[src/rtl/rmp_pkg.sv]
// Purpose: Shared constants for the region memory protection checker
// Assumes: AHB-Lite register window, one 32-bit word per register
// Notes:   Region size code N selects a span of 2^(N+1) bytes; codes below 4 select 32 bytes
package rmp_pkg;

	// Region count and register map (byte addresses)
	localparam int         RMP_NUM_REGIONS = 8;
	localparam logic [7:0] OFS_TYPE        = 8'h00;
	localparam logic [7:0] OFS_CTRL        = 8'h04;
	localparam logic [7:0] OFS_RNR         = 8'h08;
	localparam logic [7:0] OFS_RBAR        = 8'h0C;
	localparam logic [7:0] OFS_RASR        = 8'h10;
	localparam logic [7:0] OFS_FSTAT       = 8'h14;
	localparam logic [7:0] OFS_FADDR       = 8'h18;
	localparam logic [7:0] OFS_RENA        = 8'h1C;

	// Field positions
	localparam int TYPE_COUNT_LSB   = 8;
	localparam int CTRL_ENABLE_BIT  = 0;
	localparam int CTRL_HFNMI_BIT   = 1;
	localparam int CTRL_PRIVDEF_BIT = 2;
	localparam int RBAR_BASE_LSB    = 5;
	localparam int RASR_ENABLE_BIT  = 0;
	localparam int RASR_SIZE_LSB    = 1;
	localparam int RASR_SRD_LSB     = 8;
	localparam int RASR_AP_LSB      = 24;
	localparam int RASR_XN_BIT      = 28;
	localparam int FSTAT_VALID_BIT  = 0;
	localparam int FSTAT_FETCH_BIT  = 1;
	localparam int FSTAT_WRITE_BIT  = 2;
	localparam int FSTAT_PRIV_BIT   = 3;
	localparam int FSTAT_NOHIT_BIT  = 4;

	// Size codes: 4 is 32 bytes, 31 is 4 GB
	localparam logic [4:0] SIZE_MIN_CODE = 5'h04;

	// Access permission codes
	localparam logic [2:0] AP_NONE     = 3'h0;
	localparam logic [2:0] AP_PRW      = 3'h1;
	localparam logic [2:0] AP_PRW_URO  = 3'h2;
	localparam logic [2:0] AP_RW       = 3'h3;
	localparam logic [2:0] AP_PRO      = 3'h5;
	localparam logic [2:0] AP_RO       = 3'h6;
	localparam logic [2:0] AP_RO_ALT   = 3'h7;

	// Reset values
	localparam logic [2:0]  CTRL_RESET = 3'h0;
	localparam logic [26:0] BASE_RESET = 27'h0000000;
	localparam logic [4:0]  SIZE_RESET = 5'h04;
	localparam logic [7:0]  SRD_RESET  = 8'h00;
	localparam logic [2:0]  AP_RESET   = 3'h0;

endpackage

[src/rtl/rmp_match_if.sv]
// Purpose: Carries one region's settings and the access address to a matcher
// Assumes: Same clock domain on both sides, purely combinational signals
// Notes:   One instance per region
`timescale 1ns/1ps
interface rmp_match_if;
	logic [31:0] addr;
	logic [26:0] base;
	logic [4:0]  size_code;
	logic [7:0]  srd;
	logic        enable;
	logic        hit;

	modport region (input addr, input base, input size_code, input srd, input enable,
		output hit);
	modport owner (output addr, output base, output size_code, output srd,
		output enable, input hit);
endinterface

[src/rtl/rmp_region_match.sv]
// Purpose: Decides whether an address falls in one enabled region
// Assumes: Base low bits below the region size are ignored
// Notes:   Sizes below 32 bytes are clamped up to 32 bytes
`timescale 1ns/1ps
module rmp_region_match
	import rmp_pkg::*;
(
	// Region settings and address
	rmp_match_if.region m
);

	logic [4:0]  code_eff;
	logic [5:0]  span_sh;
	logic [31:0] diff;
	logic [31:0] far_bits;
	logic [31:0] sub_word;
	logic [2:0]  sub_idx;

	// Range compare, then sub-region veto
	always_comb begin
		code_eff = (m.size_code < SIZE_MIN_CODE) ? SIZE_MIN_CODE : m.size_code;
		span_sh  = 6'(code_eff) + 6'h01;
		diff     = m.addr ^ {m.base, 5'h00};
		far_bits = (span_sh == 6'h20) ? 32'h00000000 : (diff >> span_sh);
		// Eighths of the span, lowest address first
		sub_word = m.addr >> (span_sh - 6'h03);
		sub_idx  = sub_word[2:0];
		m.hit    = m.enable && (far_bits == 32'h00000000) && !m.srd[sub_idx];
	end

endmodule

[src/rtl/rmp_unit.sv]
// Purpose: Region memory protection checker with an AHB-Lite register slave
// Assumes: Access requests arrive on CLOCK from core logic; single-word bus transfers
// Notes:   Verdict appears one cycle after the request; bus has no wait states
//
// Behaviour
// Up to eight programmable regions are supported.
// Region size is a power of two from 32 bytes to 4 GB.
// Software aligns each region base to the region size.
// Each region can forbid instruction fetches.
// Privileged and user data access each read-only, read/write or none.
// Each region has eight sub-regions that can each be disabled.
// With protection on, a permission violation raises a fault.
// Disabling a region keeps its base, size and attributes.
// Each region has its own enable bit among its attributes.
// Attribute readback includes the enable bit for later restore.
// Option lets privileged accesses outside regions use the default map.
// Protection on, no default map, no region enabled: accesses fault.
// Option makes hard fault and NMI handlers use or bypass regions.
// Global enable turns region checking on and off.
// Software defines regions before setting the global enable.
// Software disables a region before reprogramming it.
// With protection off, the default map applies and nothing faults.
// Software can read the total region count.
// Overlapping enabled regions: highest region number decides.
// Sub-regions are ascending eighths starting at the region base.
`timescale 1ns/1ps
module rmp_unit
	import rmp_pkg::*;
#(
	parameter int NUM_REGIONS = RMP_NUM_REGIONS
) (
	// Clock and reset
	input  wire logic        CLOCK,
	input  wire logic        ARST_N,
	// AHB-Lite slave
	input  wire logic        HSEL,
	input  wire logic [31:0] HADDR,
	input  wire logic [1:0]  HTRANS,
	input  wire logic        HWRITE,
	input  wire logic [2:0]  HSIZE,
	input  wire logic [31:0] HWDATA,
	input  wire logic        HREADY,
	output logic      [31:0] HRDATA,
	output logic             HREADYOUT,
	output logic             HRESP,
	// Access request from the core
	input  wire logic        ACC_VALID,
	input  wire logic [31:0] ACC_ADDR,
	input  wire logic        ACC_WRITE,
	input  wire logic        ACC_FETCH,
	input  wire logic        ACC_PRIV,
	input  wire logic        ACC_HFNMI,
	// Verdict
	output logic             CHK_VALID,
	output logic             CHK_FAULT,
	output logic             CHK_HIT,
	output logic      [2:0]  CHK_REGION
);

	// Region store
	logic [26:0] base_reg [NUM_REGIONS];
	logic [26:0] base_next[NUM_REGIONS];
	logic [4:0]  size_reg [NUM_REGIONS];
	logic [4:0]  size_next[NUM_REGIONS];
	logic [7:0]  srd_reg  [NUM_REGIONS];
	logic [7:0]  srd_next [NUM_REGIONS];
	logic [2:0]  ap_reg   [NUM_REGIONS];
	logic [2:0]  ap_next  [NUM_REGIONS];
	logic [NUM_REGIONS-1:0] xn_reg, xn_next;
	logic [NUM_REGIONS-1:0] ena_reg, ena_next;
	logic [NUM_REGIONS-1:0] hit_vec;

	// Control and status
	logic [2:0]  ctrl_reg, ctrl_next;
	logic [2:0]  rnr_reg, rnr_next;
	logic [4:0]  fstat_reg, fstat_next;
	logic [31:0] faddr_reg, faddr_next;

	// Bus state
	logic        wr_pend_reg, wr_pend_next;
	logic [7:0]  wr_ofs_reg, wr_ofs_next;
	logic        wr_map_reg, wr_map_next;
	logic [31:0] hrdata_reg, hrdata_next;
	logic        ap_take;

	// Verdict state
	logic        chk_valid_reg, chk_fault_reg, chk_hit_reg;
	logic [2:0]  chk_region_reg;
	logic        chk_valid_next, chk_fault_next, chk_hit_next;
	logic [2:0]  chk_region_next;

	// Decision terms
	logic        win_hit;
	logic [2:0]  win_idx;
	logic        bypass;
	logic        fault;
	logic        perm_ok;
	logic [2:0]  win_ap;

	// One matcher per region
	genvar g;
	generate
		for (g = 0; g < NUM_REGIONS; g++) begin : gen_region
			rmp_match_if mif ();
			assign mif.addr      = ACC_ADDR;
			assign mif.base      = base_reg[g];
			assign mif.size_code = size_reg[g];
			assign mif.srd       = srd_reg[g];
			assign mif.enable    = ena_reg[g];
			assign hit_vec[g]    = mif.hit;
			rmp_region_match u_match (
				.m (mif.region)
			);
		end
	endgenerate

	// Priority pick and permission check
	always_comb begin
		win_hit = 1'b0;
		win_idx = 3'h0;
		// Later regions override earlier ones
		for (int i = 0; i < NUM_REGIONS; i++) begin
			if (hit_vec[i]) begin
				win_hit = 1'b1;
				win_idx = 3'(i);
			end
		end
		win_ap = ap_reg[win_idx];
		// Data permission per mode; a fetch needs read permission
		case (win_ap)
			AP_PRW:            perm_ok = ACC_PRIV;
			AP_PRW_URO:        perm_ok = ACC_PRIV || !ACC_WRITE;
			AP_RW:             perm_ok = 1'b1;
			AP_PRO:            perm_ok = ACC_PRIV && !ACC_WRITE;
			AP_RO, AP_RO_ALT:  perm_ok = !ACC_WRITE;
			default:           perm_ok = 1'b0;
		endcase
		// Off, or in a handler that skips the regions: default map
		bypass = !ctrl_reg[CTRL_ENABLE_BIT] || (ACC_HFNMI && !ctrl_reg[CTRL_HFNMI_BIT]);
		if (bypass) begin
			fault = 1'b0;
		end else if (win_hit) begin
			fault = !perm_ok || (ACC_FETCH && xn_reg[win_idx]);
		end else begin
			fault = !(ACC_PRIV && ctrl_reg[CTRL_PRIVDEF_BIT]);
		end
	end

	// Verdict next values
	always_comb begin
		chk_valid_next  = ACC_VALID;
		chk_fault_next  = ACC_VALID && fault;
		chk_hit_next    = ACC_VALID && win_hit;
		chk_region_next = ACC_VALID ? win_idx : 3'h0;
	end

	// Verdict registers
	always_ff @(posedge CLOCK or negedge ARST_N) begin
		if (!ARST_N) begin
			chk_valid_reg  <= 1'b0;
			chk_fault_reg  <= 1'b0;
			chk_hit_reg    <= 1'b0;
			chk_region_reg <= 3'h0;
		end else begin
			chk_valid_reg  <= chk_valid_next;
			chk_fault_reg  <= chk_fault_next;
			chk_hit_reg    <= chk_hit_next;
			chk_region_reg <= chk_region_next;
		end
	end

	// Bus address phase capture and read data
	always_comb begin
		ap_take      = HSEL && HTRANS[1] && HREADY;
		wr_pend_next = ap_take && HWRITE;
		wr_ofs_next  = ap_take ? HADDR[7:0] : wr_ofs_reg;
		wr_map_next  = ap_take && (HADDR[31:8] == 24'h000000);
		hrdata_next  = 32'h00000000;
		// Unmapped or write phases read as zero
		if (ap_take && !HWRITE && (HADDR[31:8] == 24'h000000)) begin
			case (HADDR[7:0])
				OFS_TYPE:  hrdata_next[TYPE_COUNT_LSB +: 8] = 8'(NUM_REGIONS);
				OFS_CTRL:  hrdata_next[2:0] = ctrl_reg;
				OFS_RNR:   hrdata_next[2:0] = rnr_reg;
				OFS_RBAR:  hrdata_next[31:RBAR_BASE_LSB] = base_reg[rnr_reg];
				OFS_RASR: begin
					// Enable returned with the rest so a saved word restores it
					hrdata_next[RASR_ENABLE_BIT]        = ena_reg[rnr_reg];
					hrdata_next[RASR_SIZE_LSB +: 5]     = size_reg[rnr_reg];
					hrdata_next[RASR_SRD_LSB +: 8]      = srd_reg[rnr_reg];
					hrdata_next[RASR_AP_LSB +: 3]       = ap_reg[rnr_reg];
					hrdata_next[RASR_XN_BIT]            = xn_reg[rnr_reg];
				end
				OFS_FSTAT: hrdata_next[4:0] = fstat_reg;
				OFS_FADDR: hrdata_next = faddr_reg;
				OFS_RENA:  hrdata_next[NUM_REGIONS-1:0] = ena_reg;
				default:   hrdata_next = 32'h00000000;
			endcase
		end
	end

	// Register writes and fault capture
	always_comb begin
		ctrl_next  = ctrl_reg;
		rnr_next   = rnr_reg;
		base_next  = base_reg;
		size_next  = size_reg;
		srd_next   = srd_reg;
		ap_next    = ap_reg;
		xn_next    = xn_reg;
		ena_next   = ena_reg;
		fstat_next = fstat_reg;
		faddr_next = faddr_reg;
		if (wr_pend_reg && wr_map_reg) begin
			case (wr_ofs_reg)
				OFS_CTRL: ctrl_next = HWDATA[2:0];
				OFS_RNR:  rnr_next  = HWDATA[2:0];
				OFS_RBAR: base_next[rnr_reg] = HWDATA[31:RBAR_BASE_LSB];
				OFS_RASR: begin
					// Enable written together with the attributes
					ena_next[rnr_reg]  = HWDATA[RASR_ENABLE_BIT];
					size_next[rnr_reg] = HWDATA[RASR_SIZE_LSB +: 5];
					srd_next[rnr_reg]  = HWDATA[RASR_SRD_LSB +: 8];
					ap_next[rnr_reg]   = HWDATA[RASR_AP_LSB +: 3];
					xn_next[rnr_reg]   = HWDATA[RASR_XN_BIT];
				end
				// Enables alone; other fields stay untouched
				OFS_RENA: ena_next = HWDATA[NUM_REGIONS-1:0];
				// Write one to clear the fault record
				OFS_FSTAT: fstat_next = fstat_reg & ~HWDATA[4:0];
				default: fstat_next = fstat_reg;
			endcase
		end
		// A new fault wins over a clear in the same cycle
		if (ACC_VALID && fault) begin
			fstat_next = {!win_hit, ACC_PRIV, ACC_WRITE, ACC_FETCH, 1'b1};
			faddr_next = ACC_ADDR;
		end
	end

	// Configuration, status and bus registers
	always_ff @(posedge CLOCK or negedge ARST_N) begin
		if (!ARST_N) begin
			ctrl_reg    <= CTRL_RESET;
			rnr_reg     <= 3'h0;
			base_reg    <= '{default: BASE_RESET};
			size_reg    <= '{default: SIZE_RESET};
			srd_reg     <= '{default: SRD_RESET};
			ap_reg      <= '{default: AP_RESET};
			xn_reg      <= '0;
			ena_reg     <= '0;
			fstat_reg   <= 5'h00;
			faddr_reg   <= 32'h00000000;
			wr_pend_reg <= 1'b0;
			wr_ofs_reg  <= 8'h00;
			wr_map_reg  <= 1'b0;
			hrdata_reg  <= 32'h00000000;
		end else begin
			ctrl_reg    <= ctrl_next;
			rnr_reg     <= rnr_next;
			base_reg    <= base_next;
			size_reg    <= size_next;
			srd_reg     <= srd_next;
			ap_reg      <= ap_next;
			xn_reg      <= xn_next;
			ena_reg     <= ena_next;
			fstat_reg   <= fstat_next;
			faddr_reg   <= faddr_next;
			wr_pend_reg <= wr_pend_next;
			wr_ofs_reg  <= wr_ofs_next;
			wr_map_reg  <= wr_map_next;
			hrdata_reg  <= hrdata_next;
		end
	end

	// Outputs; bus never stalls and never errors
	assign HRDATA     = hrdata_reg;
	assign HREADYOUT  = 1'b1;
	assign HRESP      = 1'b0;
	assign CHK_VALID  = chk_valid_reg;
	assign CHK_FAULT  = chk_fault_reg;
	assign CHK_HIT    = chk_hit_reg;
	assign CHK_REGION = chk_region_reg;
endmodule

[config.mk]
export PLATFORM = sky130hd
export DESIGN_NAME = rmp_unit
export DESIGN_NICKNAME = d
export VERILOG_FILES = /design/src/rtl/rmp_pkg.sv /design/src/rtl/rmp_match_if.sv /design/src/rtl/rmp_region_match.sv /design/src/rtl/rmp_unit.sv
export SDC_FILE = /design/constraint.sdc
export NUM_CORES = 2
export LEC_CHECK = 0
export ABC_AREA = 1
export BUFFER_PORTS_ARGS = -buffer_cell sky130_fd_sc_hd__buf_2
export CAP_MARGIN = 10
export CELL_PAD_IN_SITES_DETAIL_PLACEMENT = 1
export CELL_PAD_IN_SITES_GLOBAL_PLACEMENT = 2
export CORE_ASPECT_RATIO = 0.7
export CORE_MARGIN = 1.5
export CORE_UTILIZATION = 32
export CTS_CLUSTER_DIAMETER = 100
export DETAILED_ROUTE_END_ITERATION = 8
export PLACE_DENSITY_LB_ADDON = 0.1
export SYNTH_ARGS = -nofsm -noshare
export SYNTH_HDL_FRONTEND = slang
export SYNTH_SLANG_ARGS = --single-unit
[constraint.sdc]
create_clock -name CLOCK -period 4.1 [get_ports CLOCK]
set_input_delay 0.205 -clock CLOCK [delete_from_list [all_inputs] [get_ports CLOCK]]
set_output_delay 0.205 -clock CLOCK [all_outputs]
set_load 0.01 [all_outputs]
# Word-level counts from Yosys, hierarchy flattened
# Cells that the tools add are included.
# classes
reduce_logical,69
n_shift,16
add_sub_neg,16
mux,103
n_bitwise,12
eq_ne,27
magnitude_cmp,22
# op_table
operator,count
$mux 32,9
$logic_not 32->1,8
$shr 32x6->3,8
$shr 32x6->32,8
$xor 32x32->32,8
$bwmux 216,1
$bmux 27 s3,1
$demux 27 s3,1
$mux 27,3
$mux 5,14
$bwmux 64,1
$eq 8x5->1 const B,7
$add 5x1->6 const B,8
$eq 6x6->1 const B,8
$sub 6x2->6 const B,8
$bwmux 40,1
$lt 3x4->1 const B,10
$lt 5x3->1 const B,8
$mux 3,12
$bmux 1 s3,11
$eq 8x4->1 const B,4
$pmux 8 s2,2
$pmux 8 s4,1
$logic_and 1x1->1,31
37 further kinds,92
# totals
out_inout_bits,40
ff_bits,451
input_bits,111
wordCells,311

# Depth between registers and ports, before layout
# logic_depth
ltp_word,30
depth_mapped,45
depth_no_buf,40

# Hierarchy
# From an unflattened synthesis, not the netlist that was laid out.
# hier_totals
cells_unflattened,6610
hier_area_um2,40832.9
# modules_own_cells
mod,area_each_um2,cells_each,seq_area_each_um2,n_inst
rmp_unit,19586.3,2244,11295.8,1
rmp_region_match at gen_region[3].u_match ...,2570.0,536,0.0,5
rmp_region_match at gen_region[0].u_match ...,2798.9,562,0.0,3

# Worst setup path after synthesis
# OpenSTA, ideal clock, no wires.
# synth_path
path_kind,reg-to-reg
from,"register size_reg, in the netlist gen_region[0].mif.size_code[2]"
to,register faddr_reg[12]
setup_ns,0.128
arrival_time_ns,4.239
required_ns,3.972
period_less_slack_ns,4.367
n_path_buf,5
slack_ns,-0.267
stages_incl_launch_ff,31
path_cell_list,dfstp_2 -> inv_1 -> nand2_1 -> nand2_1 -> clkinv_1 -> clkbuf_1 -> clkbuf_1 -> ha_1 -> xor2_1 -> xor2_1 -> inv_1 -> clkbuf_1 -> o21ai_0 -> o22ai_1 -> nand2_1 -> nand3_1 -> nand3_1 -> o21ai_0 -> nand2_1 -> nand3_1 -> o21ai_1 -> nand4_1 -> o21ai_1 -> nor2_1 -> nand2_1 -> o21ai_0 -> inv_1 -> nand2_4 -> buf_12 -> buf_6 -> o21ai_2
# synth_between
elab_chain_cells,20
# synth_rtl
item,line,rtl
start: declaration,rmp_unit.sv:63,logic [4:0] size_reg [NUM_REGIONS];
start signal: assignment,rmp_unit.sv:262,size_reg <= size_next;
$lt 5x3->1,rmp_region_match.sv:21,code_eff = (m.size_code < SIZE_MIN_CODE) ? SIZE_MIN_CODE : m.size_code;
$mux 5 (*),rmp_region_match.sv:21,
$add 5x1->6 (*),rmp_region_match.sv:22,span_sh = 6'(code_eff) + 6'h01;
$sub 6x2->6,rmp_region_match.sv:26,sub_word = m.addr >> (span_sh - 6'h03);
$shr 32x6->3,rmp_region_match.sv:26,
$bmux 1 s3,rmp_region_match.sv:28,m.hit = m.enable && (far_bits == 32'h00000000) && !m.srd[sub_idx];
$mux 1 (implied by the code),rmp_region_match.sv:28,
$logic_not 1->1,rmp_region_match.sv:28,
$logic_and 1x1->1 (*),rmp_region_match.sv:28,
$mux 1 (*) (8 in a row),rmp_unit.sv:123,if (hit_vec[i]) begin
$mux 1 (*),rmp_unit.sv:142,end else if (win_hit) begin
$mux 1 (*),rmp_unit.sv:140,if (bypass) begin
$logic_and 1x1->1 (*),rmp_unit.sv:235,if (ACC_VALID && fault) begin
end signal: assignment,rmp_unit.sv:268,faddr_reg <= faddr_next;
end: declaration,rmp_unit.sv:77,"logic [31:0] faddr_reg, faddr_next;"
# Mark *: on every way between the ends. The rest lies on a longest branch, timed or not. The select of a mux whose other input is x is not followed.
# A chain may end at the register's enable or synchronous reset.

# Worst setup path in the final report
# layout_path
from,"register size_reg, in the netlist gen_region[7].mif.size_code[4]"
to,register faddr_reg[31]
# layout_between
elab_chain_cells,22
# layout_rtl
item,line,rtl
$lt 5x3->1,rmp_region_match.sv:21,
$mux 5 (*),rmp_region_match.sv:21,
$add 5x1->6 (*),rmp_region_match.sv:22,
$sub 6x2->6,rmp_region_match.sv:26,
$shr 32x6->3,rmp_region_match.sv:26,
$bmux 1 s3,rmp_region_match.sv:28,
$mux 1 (implied by the code),rmp_region_match.sv:28,
$logic_not 1->1,rmp_region_match.sv:28,
[6 not listed],-,
$eq 3x3->1,rmp_unit.sv:130,case (win_ap)
$reduce_or 2->1,rmp_unit.sv:130,
$pmux 1 s5,rmp_unit.sv:130,
$logic_not 1->1,rmp_unit.sv:143,fault = !perm_ok || (ACC_FETCH && xn_reg[win_idx]);
$logic_or 1x1->1,rmp_unit.sv:143,
$mux 1 (*),rmp_unit.sv:142,
$mux 1 (*),rmp_unit.sv:140,
$logic_and 1x1->1 (*),rmp_unit.sv:235,
# Marked as above.

==> results.txt <==
The fraction of the mapped netlist area in compound gates came to 0.210. The run finished, with violations left. Static timing analysis puts the maximum clock frequency at between 200 and 250 MHz. The total design power is 12.6 mW. The core box area came out at 115000 um^2. The starting density of the core came out at 0.324. The routed wire length came out at 241 mm. Of the total synthesized cell area, the portion taken by full adders, half adders and majority gates is 0.00536. approximately 150 I/O pins were placed. The post-synthesis area per instance is 6.46 um^2. After detailed routing, the number of vias per cell comes to 5.74.

The worst clock skew on the final layout is 0.0463 ns. The sum of overflow across all layers after global routing came out at 0. Of all flip-flops after synthesis, the portion carrying an async set or reset was 1.00.

The global-route wire length before repair is 337 mm. The net count of the finished layout came out at 6723. The insertion delay to the later sink of the worst-skew pair came out at 0.69 ns. The HPWL after detailed placement is 187 mm. The portion of synthesized area spent on multiplexers is 0.00463. The total of endpoints with negative setup slack in the final report is 38. Across the run, the number of max-cap violations was 0.

For the finished layout, the period the worst path requires is ~4.6 ns. Setup repair after global routing could not meet its margin everywhere. The number of buffers added on ports came out at between 100 and 150. Of the total power, registers draw 0.369.

The switching power of the nets came out at 4.01 mW. The yosys synthesis warning count came out at 0. The max-slew headroom at the worst pin came out at 0.127. The die outline height came out at 289 um.

The share of total power dissipated in the clock network is 0.438. The largest net degree at the start of global routing came out at 87. The checks that failed: DRC, setup timing. The final count of pins violating max slew was 0. The slowest stage of the critical path belongs to the cell sky130_fd_sc_hd__dfrtp_2. The number of levels the H-tree was split into is 2. The number of distinct library cell variants in the gate-level netlist after synthesis is 77. The post-CTS clock slew at the launch and capture registers of the worst setup and hold paths is roughly 0.070 ns.

The via count of the first global-routing pass came out at 45200. The number of vias in the routed layout is ~47000. The most numerous cell type found on the critical path is sky130_fd_sc_hd__buf_6. The delay of the slowest cell on the worst path came out at 0.41 ns. In this run, synthesis produced a sequential element count of 451. Of all nets on the critical path, the largest fanout is 8. The area taken by multi-input logic gates is 24200 um^2.

The number of flops mapped to enable cells by yosys came out at 0. The switching share of total power came out at 0.318. Buffers inserted during clock tree synthesis total 54. Dividing total power by cell area gives a power density of 250 nW/um^2. The synthesis-to-layout area growth is 35.1%.

The slew at the pin closest to its max-slew limit came out at 1.31 ns. The sequential-to-total area share from yosys stat came out at 0.303. The number of sinks driven by the clock tree came out at 451. The largest buffer count on any clock path came out at 3.

The number of DRC markers in iteration 0 is about 5200. Among all flip-flop cells after synthesis, the most frequent one is sky130_fd_sc_hd__dfrtp_1. Routability-driven placement finished with a final weighted congestion of 1.04. The worst IR drop on VDD came out at 312 uV. The synthesized-area fraction occupied by and/or/nand/nor cells is 0.326.

The final-layout setup total negative slack is -16.43 ns. The internal power consumption is 8.62 mW. The most frequent standard cell in the layout excluding fill and tap cells is sky130_fd_sc_hd__nand2_1.

The initial antenna violation count came out at 26. The floorplan step defined a die boundary enclosing about 120000 um^2. When the netlist entered floorplanning its net count stood at 5904. The flip-flop count of the largest register after layout came out at 216. The cell sitting at the root of the clock tree is a sky130_fd_sc_hd__clkbuf_16. The worst setup path is of the reg -> reg kind. The area taken by flip-flops and latches came out at around 11000 um^2. In the layout the commonest cells are sky130_fd_sc_hd__nand2_1 (1747), sky130_fd_sc_hd__buf_4 (863), sky130_fd_sc_hd__o21ai_0 (841). Dividing the detail-routed wire length by the instance count gives 29.5 um.

The data required time at the worst endpoint came out at about 4.7 ns. The dominant combinational cell family by area after synthesis is simple AND/OR/NAND/NOR gates. At the worst endpoint, the arrival time is 5.16 ns. Of the cells placed in the final design, the portion with a size suffix greater than 1 is 0.240. The filler cell count is 14800. The number of failing hold endpoints at the final stage came out at 0.

The worst setup path is launched from a register. The final cell utilization of the core is 0.437. The first-pass detailed-route iteration total is 8. Across all setup checks in the final design, the least slack found is -0.491 ns. Of the available clock period, the critical path in the final layout requires 1.12. Of the total synthesized cell area, the portion taken by XOR and XNOR cells is 0.0643. The count of nets left with antenna violations once routing finished came out at 0. The element type at the critical path end is a register.

Of the total power, combinational logic draws 0.193. The die width came out at 411 um. Summed over all cells, the static leakage comes to 24.8 nW. In this run the cell area of the synthesized design comes to about 37000 um^2. Row generation in the floorplan step produced between 100 and 150 rows. The total global-route track usage came out at 0.395. The path category of the worst min-delay check is in -> reg. TritonCTS built the clock tree. The remaining design rule violation count is 4.

The number of standard cells after synthesis is approximately 5800.
## per-layer routing
| layer | part of all wire | global-route usage |
|---|---|---|
| met1 | 0.45 | 0.578 |
| met2 | 0.40 | 0.552 |
| met3 | 0.11 | 0.104 |
| met4 | 0.041 | 0.138 |
| met5 | 0.0011 | 0.00313 |
## Yosys cell counts (27+ instances only)
library cell                  n  area (um^2)
sky130_fd_sc_hd__a21oi_1    165          826
sky130_fd_sc_hd__a221oi_1    30          263
sky130_fd_sc_hd__a22oi_1     40          300
sky130_fd_sc_hd__buf_1       31          116
sky130_fd_sc_hd__buf_2      136          681
sky130_fd_sc_hd__buf_4       27          203
sky130_fd_sc_hd__clkbuf_1   191          717
sky130_fd_sc_hd__dfrtp_1    443        11100
sky130_fd_sc_hd__inv_1      309         1160
sky130_fd_sc_hd__inv_2       27          101
sky130_fd_sc_hd__nand2_1   1832         6880
sky130_fd_sc_hd__nand3_1    604         3020
sky130_fd_sc_hd__nand4_1     61          382
sky130_fd_sc_hd__nor2_1     254          953
sky130_fd_sc_hd__nor3_1      31          155
sky130_fd_sc_hd__o211ai_1    56          420
sky130_fd_sc_hd__o21ai_0    875         4380
sky130_fd_sc_hd__o21ai_1     67          335
sky130_fd_sc_hd__o22ai_1     39          244
sky130_fd_sc_hd__xnor2_1    152         1330
sky130_fd_sc_hd__xor2_1     102          893
## stage by stage
| step | setup slack (ns) | instances | hold WS [ns] | area [um^2] |
|---|---|---|---|---|
| detailed placement | -1.08 | 7996 | 0.305 | 46300 |
| finish | -0.491 | 8185 | 0.0437 | 50400 |
| global placement | -1.04 | 7996 | 0.309 | 46300 |
| CTS | -0.319 | 8147 | 0.000254 | 49300 |
| floorplan | 0.00517 | 5777 | -0.0906 | 37600 |
| global route | -0.635 | 8179 | 0.0612 | 50400 |
## power groups by stage
stage | Combinational (mW) | Sequential, mW | Clock (mW)
2_1_floorplan | 0.891 | 4.69 | 0
3_3_place_gp | 2.10 | 4.71 | 0
3_5_place_dp | 2.12 | 4.71 | 0
4_1_cts | 2.23 | 4.64 | 5.58
5_1_grt | 2.55 | 4.67 | 5.72
6_report | 2.44 | 4.66 | 5.53
## final timing paths
check | from | to | slack, ns | cells past startpoint
min in group asynchronous | ARST_N | ap_reg[21] | 0.16 | 2
max in group asynchronous | ARST_N | gen_region[4].mif.base[23] | 2.85 | 3
max reg2reg | gen_region[7].mif.size_code[4] | faddr_reg[31] | -0.49 | 30
min | ACC_PRIV | fstat_reg[3] | 0.04 | 5
max | gen_region[7].mif.size_code[4] | faddr_reg[31] | -0.49 | 30
min reg2reg | gen_region[2].mif.srd[7] | gen_region[2].mif.srd[7] | 0.49 | 2
## final cells by class
cell class	count	area share
timing repair buffer	1163	0.193
multi-input combinational	4577	0.479
tap	1537	0.0381
antenna	10	0.000496
sequential	451	0.224
inverter	349	0.0266
clock inverter	33	0.0101
clock buffer	65	0.0286
## repair_timing
item,in CTS,in global routing
resized for setup,144,198
buffers inserted,20,17
endpoints found under the hold margin,127,0
endpoints found under the setup margin,39,38
cloned,5,11
hold buffers,28,0
pin swaps,21,88
## cell families after synthesis
kind of cell,count (synthesis)
simple gates,2878
compound gates,1397
buf+inv,752
flops,451
xor+xnor,264
mux,17
fa+ha+maj,16
other cells,2
## critical path: cells and delay by family, from the launching register on
kind            cells  cell delay (ns)
xor+xnor            2             0.36
flops               1             0.41
buf+inv             7             1.01
simple gates       14             1.66
fa+ha+maj           1             0.17
compound gates      6             0.79
(Power assumes the default switching activity.)
